--- config.mk ---
export PLATFORM = sky130hd
export DESIGN_NAME = cpu_bus_cycle_sequencer
export DESIGN_NICKNAME = d
export VERILOG_FILES = /design/src/bus_cycle_pkg.sv /design/src/cpu_bus_cycle_sequencer.sv
export VERILOG_INCLUDE_DIRS = /design/src /design/src/src
export SDC_FILE = /design/constraint.sdc
export NUM_CORES = 1
export LEC_CHECK = 0
export BUFFER_PORTS_ARGS = -buffer_cell sky130_fd_sc_hd__buf_2
export CORE_UTILIZATION = 48
export DETAILED_ROUTE_END_ITERATION = 16
export PLACE_DENSITY = 0.79
export SLEW_MARGIN = 10
export SYNTH_ARGS = -nofsm -noshare
export SYNTH_HDL_FRONTEND = slang
export SYNTH_SLANG_ARGS = --single-unit
--- constraint.sdc ---
create_clock -name core_clk -period 4.95 [get_ports core_clk]
set_input_delay 0.99 -clock core_clk [delete_from_list [all_inputs] [get_ports core_clk]]
set_output_delay 0.99 -clock core_clk [all_outputs]
set_load 0.02 [all_outputs]
--- src/bus_cycle_defs.svh ---
// constants for the bus cycle sequencer: vector page, page-two prefix, reset values, depth
// assumes inclusion by bare name from the package and the sequencer module
// Notes on behaviour
// - core can insert free cycles that make no functional use of the buses
// - free cycle lasts one bus clock and runs as a read, never a write
// - program fetch reads next sequential location and advances program counter
// - operand read moves one byte from addressed location into the core
// - operand write drives one byte to the computed effective address
// - stack push writes one byte at stack pointer address
// - stack pop reads one byte from stack and returns it to core
// - vector fetch reads top page, high byte first then low byte
// - indexed no-offset mode with index post increment
// - indexed byte-offset mode with index post increment
// - indexed word-offset mode adds 16-bit offset to full index pair
// - stack-relative mode adds byte or word offset to stack pointer
// - prefix byte before opcode selects second opcode page; the sequencer honours it only before the first opcode after reset
`ifndef BUS_CYCLE_DEFS_SVH
`define BUS_CYCLE_DEFS_SVH
`define VECTOR_PAGE 8'hFF
`define PAGE2_PREFIX 8'h9E
`define STACK_RESET 16'h00FF
`define PC_RESET 16'h0000
`define IDX_RESET 16'h0000
`define SEQ_DEPTH 16
`endif

--- src/bus_cycle_pkg.sv ---
// types for the bus cycle sequencer: cycle codes, address modes, bundles
// assumes the defs header sits on the include path
`include "bus_cycle_defs.svh"
package bus_cycle_pkg;
   typedef enum logic [2:0] {
      CYC_FREE, CYC_FETCH, CYC_READ, CYC_WRITE, CYC_PUSH, CYC_POP, CYC_VECTOR
   } cycle_code_type;
   typedef enum logic [2:0] {
      MODE_NONE, MODE_INDEX, MODE_INDEX_POST, MODE_INDEX_BYTE,
      MODE_INDEX_BYTE_POST, MODE_INDEX_WORD, MODE_STACK_BYTE, MODE_STACK_WORD
   } addr_mode_type;
   typedef struct packed {
      logic [15:0] addr;
      logic [7:0] wdata;
      logic write;
      logic valid;
      logic free;
   } bus_req_type;
   typedef struct packed {
      cycle_code_type code;
      addr_mode_type mode;
      logic [15:0] offset;
      logic [7:0] wdata;
      logic [7:0] vector_lo;
   } cycle_cmd_type;
endpackage

--- src/cpu_bus_cycle_sequencer.sv ---
// bus cycle sequencer: one cycle code per clock drives address, data, direction
// assumes decoder presents a command every cycle; memory answers read data same cycle
`timescale 1ns/1ps
`include "bus_cycle_defs.svh"
module cpu_bus_cycle_sequencer
   import bus_cycle_pkg::*;
(
   input wire logic core_clk,
   input wire logic rst,
   input wire cycle_cmd_type cmd,
   input wire logic cmd_valid,
   input wire logic [7:0] bus_rdata,
   input wire logic pc_load,
   input wire logic [15:0] pc_load_value,
   input wire logic sp_load,
   input wire logic [15:0] sp_load_value,
   input wire logic idx_load,
   input wire logic [15:0] idx_load_value,
   output bus_req_type bus_req,
   output logic [7:0] read_data,
   output logic read_valid,
   output logic [7:0] opcode,
   output logic opcode_valid,
   output logic page2,
   output logic [15:0] program_counter,
   output logic [15:0] stack_pointer,
   output logic [15:0] index_pair,
   output logic [15:0] vector_value,
   output logic [7:0] cycle_count
);
   ////////////////////////////////////////////////////////////////////////
   // state
   logic [15:0] pc_reg, pc_next;
   logic [15:0] sp_reg, sp_next;
   logic [15:0] idx_reg, idx_next;
   logic [7:0] vec_hi_reg;
   logic vec_hi_seen_reg;
   logic [15:0] vec_reg;
   logic page2_reg, page2_next;
   logic opcode_due_reg;
   logic [7:0] count_reg;
   bus_req_type req_reg;
   logic [7:0] rdata_reg;
   logic rvalid_reg;
   logic [7:0] opcode_reg;
   logic opvalid_reg;

   ////////////////////////////////////////////////////////////////////////
   // effective address
   function automatic logic [15:0] eff_addr(input addr_mode_type m, input logic [15:0] off,
                                            input logic [15:0] ix, input logic [15:0] sp);
      logic [15:0] a;
      a = off;
      case (m)
         MODE_INDEX, MODE_INDEX_POST: a = ix;
         MODE_INDEX_BYTE, MODE_INDEX_BYTE_POST: a = ix + {8'h00, off[7:0]};
         MODE_INDEX_WORD: a = ix + off;
         MODE_STACK_BYTE: a = sp + {8'h00, off[7:0]};
         MODE_STACK_WORD: a = sp + off;
         default: a = off;
      endcase
      return a;
   endfunction

   function automatic logic post_inc(input addr_mode_type m);
      return (m == MODE_INDEX_POST) || (m == MODE_INDEX_BYTE_POST);
   endfunction

   ////////////////////////////////////////////////////////////////////////
   // decode of the current command
   // cycle kinds and what they put on the bus:
   //    free   - read at the program counter, data thrown away
   //    fetch  - read at the program counter, counter steps on
   //    read   - read at the effective address
   //    write  - write at the effective address
   //    push   - write at the stack pointer, pointer steps down
   //    pop    - read above the stack pointer, pointer steps up
   //    vector - read in the top page, high byte then low
   wire logic is_free = cmd_valid && (cmd.code == CYC_FREE);
   wire logic is_fetch = cmd_valid && (cmd.code == CYC_FETCH);
   wire logic is_read = cmd_valid && (cmd.code == CYC_READ);
   wire logic is_write = cmd_valid && (cmd.code == CYC_WRITE);
   wire logic is_push = cmd_valid && (cmd.code == CYC_PUSH);
   wire logic is_pop = cmd_valid && (cmd.code == CYC_POP);
   wire logic is_vector = cmd_valid && (cmd.code == CYC_VECTOR);
   wire logic [15:0] ea = eff_addr(cmd.mode, cmd.offset, idx_reg, sp_reg);
   wire logic [15:0] pop_addr = sp_reg + 16'h0001;
   wire logic [15:0] vec_addr = {`VECTOR_PAGE, cmd.vector_lo};
   wire logic is_prefix = is_fetch && opcode_due_reg && (bus_rdata == `PAGE2_PREFIX);

   // bus request selection
   bus_req_type req_next;
   always_comb begin
      req_next = '0;
      req_next.valid = cmd_valid;
      if (is_free) begin
         req_next.addr = pc_reg;
         req_next.free = 1'b1;
      end else if (is_fetch) begin
         req_next.addr = pc_reg;
      end else if (is_read) begin
         req_next.addr = ea;
      end else if (is_write) begin
         req_next.addr = ea;
         req_next.wdata = cmd.wdata;
         req_next.write = 1'b1;
      end else if (is_push) begin
         req_next.addr = sp_reg;
         req_next.wdata = cmd.wdata;
         req_next.write = 1'b1;
      end else if (is_pop) begin
         req_next.addr = pop_addr;
      end else if (is_vector) begin
         req_next.addr = vec_addr;
      end
   end

   // register updates
   always_comb begin
      pc_next = pc_reg;
      sp_next = sp_reg;
      idx_next = idx_reg;
      page2_next = page2_reg;
      if (is_fetch) begin
         pc_next = pc_reg + 16'h0001;
      end
      if (is_push) begin
         sp_next = sp_reg - 16'h0001;
      end else if (is_pop) begin
         sp_next = pop_addr;
      end
      if ((is_read || is_write) && post_inc(cmd.mode)) begin
         idx_next = idx_reg + 16'h0001;
      end
      // page flag stays up through the opcode pulse so the decoder can qualify it
      if (is_prefix) begin
         page2_next = 1'b1;
      end else if (opvalid_reg) begin
         page2_next = 1'b0;
      end
      if (pc_load) begin
         pc_next = pc_load_value;
      end
      if (sp_load) begin
         sp_next = sp_load_value;
      end
      if (idx_load) begin
         idx_next = idx_load_value;
      end
   end

   ////////////////////////////////////////////////////////////////////////
   // pointers and page flag
   always_ff @(posedge core_clk) begin
      if (rst) begin
         pc_reg <= `PC_RESET;
         sp_reg <= `STACK_RESET;
         idx_reg <= `IDX_RESET;
         page2_reg <= 1'b0;
      end else begin
         pc_reg <= pc_next;
         sp_reg <= sp_next;
         idx_reg <= idx_next;
         page2_reg <= page2_next;
      end
   end

   // opcode tracking: after a prefix the next fetch is the page-two opcode
   // limitation: no boundary input, so only the first opcode after reset is marked
   always_ff @(posedge core_clk) begin
      if (rst) begin
         opcode_due_reg <= 1'b1;
         opcode_reg <= 8'h00;
         opvalid_reg <= 1'b0;
      end else begin
         opvalid_reg <= is_fetch && opcode_due_reg && !is_prefix;
         if (is_fetch && opcode_due_reg) begin
            opcode_reg <= bus_rdata;
            opcode_due_reg <= is_prefix;
         end else if (opvalid_reg) begin
            opcode_due_reg <= 1'b0;
         end
      end
   end

   // bus request and read capture, one code per clock
   always_ff @(posedge core_clk) begin
      if (rst) begin
         req_reg <= '0;
         rdata_reg <= 8'h00;
         rvalid_reg <= 1'b0;
      end else begin
         req_reg <= req_next;
         rvalid_reg <= is_read || is_pop;
         if (is_read || is_pop || is_fetch) begin
            rdata_reg <= bus_rdata;
         end
      end
   end

   // vector assembly, high byte first
   always_ff @(posedge core_clk) begin
      if (rst) begin
         vec_hi_reg <= 8'h00;
         vec_hi_seen_reg <= 1'b0;
         vec_reg <= 16'h0000;
      end else if (is_vector) begin
         if (!vec_hi_seen_reg) begin
            vec_hi_reg <= bus_rdata;
            vec_hi_seen_reg <= 1'b1;
         end else begin
            vec_reg <= {vec_hi_reg, bus_rdata};
            vec_hi_seen_reg <= 1'b0;
         end
      end
   end

   // cycle counter, restarts at 1 on the first prefix or opcode fetch after reset, not on a page-two opcode
   always_ff @(posedge core_clk) begin
      if (rst) begin
         count_reg <= 8'h00;
      end else if (is_fetch && opcode_due_reg && !page2_reg) begin
         count_reg <= 8'h01;
      end else if (cmd_valid) begin
         count_reg <= count_reg + 8'h01;
      end
   end

   ////////////////////////////////////////////////////////////////////////
   // outputs
   assign bus_req = req_reg;
   assign read_data = rdata_reg;
   assign read_valid = rvalid_reg;
   assign opcode = opcode_reg;
   assign opcode_valid = opvalid_reg;
   assign page2 = page2_reg;
   assign program_counter = pc_reg;
   assign stack_pointer = sp_reg;
   assign index_pair = idx_reg;
   assign vector_value = vec_reg;
   assign cycle_count = count_reg;
endmodule

==> impl_metrics.csv <==
group,metric,value,unit
status,status,"completed",
floorplanning,die_w,135.2,um
setup_path,setup.worst_path.start,"cmd[32]",
floorplanning,start_util,49.25,%
clock_tree,clockRootBuffer,"clkbuf_16",
drt,ant_nets,0,
global_route,track_usage,31.47,%
synthesis,synth_top_cell_area_share,30.08,%
setup_path,path_delay_family,"simple AND/OR/NAND/NOR gates",
job,drv_cap,0,
clock_tree,numCtsBuffers,17,
setup_path,crit_slowest_cell,"nor4_2",
power_and_ir_drop,ir_drop,0.0002349,V
finish,n_antenna_cell,0,
worst_hold_path,hold_class,"flip-flop to flip-flop",
setup_path,arrival,4170,ps
floorplanning,io-pin-count,218,
synthesis,synth_area_per_cell,7.924,um^2
synthesis,synth_area_leaders,"dfxtp_1 30%, mux2i_1 5.5%, xnor2_1 5.4%",
drt,viasPerCell,6.022,
finish,largest_reg_flops,27,
clock_tree,ctsHoldBuffers,0,
worst_hold_path,hold_path_startpoint,"vec_hi_reg[4]",
timing,tns,0,ps
drt,wl,29400,um
synthesis,yosysSeqAreaShare,30.08,%
setup_path,crit_buf_inv,1,
setup_path,slowest_delay,590,ps
finish,areaGrowthSynthToFinish,20.42,%
floorplanning,rows,48,
global_route,antenna_found_initial,0,
drt,dr.pass1.iters,6,
clock_tree,cts.clk_slew.worst_paths,70,ps
placed_design,io_buffer_count,217,
finish,stdcell_count,1487,
timing,final-hold-violation-count,0,
finish,layout-drive-gt1-share,23.14,%
synthesis,synthesis.nets,1210,
timing,slew_headroom,27.40,%
synthesis,async_flop_share,0,%
synthesis,yosys-top-cells-count,"128 x dfxtp_1, 113 x nand2_1, 111 x nor2_1, 82 x a21oi_1, 53 x xnor2_1",
clock_tree,h-tree-depth,4,
timing,rsz0062_at_grt,"no",
timing,period_needed,3875,ps
setup_path,path_cells,"buf_2 > nand3b_2 > mux2_2 > ha_1 > and2_1 > a221o_1 > nor4_2 > nor4_1 > a311oi_1 > o211ai_1",
timing,finClkSkew,20.75,ps
timing,max_freq,0.2581,GHz
drt,drcViolationCount,0,
placed_design,gp_congestion,0.9945,
finish,fin_nets,1384,
power_and_ir_drop,leakage,4.441,nW
setup_path,r2r_start,"stack_pointer[0]",
placed_design,dp.cells,1455,
clock_tree,post_cts_buffers,0,
placed_design,pre_cts_slack,726.2,ps
setup_path,crit_fanout,23,
floorplanning,coreArea,17300,um^2
timing,tightest_slew,1085,ps
floorplanning,die_area,18280,um^2
synthesis,synth_edf_count,0,
clock_tree,cts_buffer_depth,2,
synthesis,yosys.area.top_type,"dfxtp_1",
timing,slew_viol_final,0,
global_route,grt_pass1_vias,7849,
timing,setup_viol,0,
drt,wl_per_cell,19.77,um
global_route,overflow,0,
global_route,grt_max_degree,72,
clock_tree,ctsResizeCount,0,
floorplanning,die_h,135.2,um
setup_path,crit_path_end_kind,"flip-flop",
power_and_ir_drop,power_density,299.1,nW/um^2
drt,num_vias,8955,
clock_tree,clock_sinks,128,
synthesis,ys_ff_latch,128,
timing,fin_crit_sh,78.28,%
clock_tree,cts_tree,"yes",
clock_tree,clk_latency,440,ps
synthesis,yosysMostFrequentCell,"dfxtp_1",
synthesis,synth.distinct_cells,78,
synthesis,netlist_area,8518,um^2
setup_path,startpoint_type,"primary input",
setup_path,crit_required,5240,ps
synthesis,netlist_instances,1075,
global_route,grt_pass1_wl,43880,um
placed_design,dpl.hpwl,22190,um
synthesis,synth_ff_type,"dfxtp_1",
synthesis,ys_warn_count,0,
timing,finalWorstSetupSlack,1075,ps
drt,dr.first_iter.drc_count,1092,
setup_path,worstSetupPathType,"primary input to flip-flop",
==> cell usage in the layout, fill, tap and decap left out, drive strengths merged, types with 6 or more instances in the layout <==
cell	instances
and4	6
nand3	39
nand2	113
clkbuf	17
a21oi	82
or3	8
a211oi	20
nor2b	9
xor2	25
nand4	18
o21ai	53
nor3b	6
a211o	6
buf	224
o21a	7
a311oi	7
and3	12
dfxtp	128
a31oi	9
nand2b	13
inv	41
nor3	26
xnor2	53
o211ai	8
mux2	20
ha	33
nor2	111
a22oi	8
a221oi	11
mux2i	47
and2	15
a21o	8
nor4	8
==> worst register-to-register path, stage by stage (launching register included) <==
cell,delay (ps)
dfxtp_1,520
inv_1,280
o21ai_0,280
ha_1,210
inv_1,50
fa_1,400
nand3b_1,220
a21o_1,210
a2111oi_0,520
xnor2_1,210
a221oi_1,280
a211oi_1,80
==> stage by stage <==
step	utilization, %	area [um^2]	power, mW	hold WS (ps)
after floorplan	-	8518	1.572	431.2
after detailed placement	55.90	9668	1.794	443.0
after global placement	55.90	9668	1.789	436.6
final	59.30	10260	3.068	449.4
after global routing	59.30	10260	3.175	467.0
after CTS	59.30	10260	3.062	448.0
==> path summary, 6_finish.rpt <==
check | endpoint | slack [ps] | cells after the start
setup reg to reg | bus_req[23] | 1540 | 11
hold reg to reg | vector_value[12] | 450 | 2
setup / recovery | bus_req[22] | 1080 | 10
hold / removal | vector_value[12] | 450 | 2
==> area by class of cell <==
class	instances	area, um^2
tap	225	281.5
sequential	128	2562
clock inverter	15	163.9
fill	1629	7039
clock buffer	17	425.4
inverter	31	116.4
timing repair buffer	224	1141
multi-input combinational	847	5567
==> power by group <==
| group | leakage (nW) | internal [mW] | switching [mW] |
|---|---|---|---|
| registers | 1.05 | 1.07 | 0.0763 |
| logic | 3.10 | 0.247 | 0.397 |
| clock network | 0.289 | 0.718 | 0.557 |
| total | 4.44 | 2.04 | 1.03 |
==> layer usage <==
layer | track usage [%] | vias up | share of wire [%]
met4 | 12.98 | 0 | 3.6
met1 | 44.33 | 4155 | 43
met3 | 7.594 | 80 | 10
li1 | - | 4222 | -
met2 | 45.56 | 498 | 43
met5 | 0 | - | 0
==> cell families (layout without fill, tap and decap cells) <==
kind of cell             count (synthesis)  count (layout)  synth area share, %
flip-flops                             128             128                30.08
adder cells (fa/ha/maj)                 35              35                5.317
AND/OR/NAND/NOR                        403             403                23.49
AO/OA/AOI/OAI                          264             264                20.18
XOR/XNOR                                78              78                8.020
buffers and inverters                  100             287                4.744
multiplexers                            67              67                8.167
Note: power is estimated with default switching activity, not from simulation.
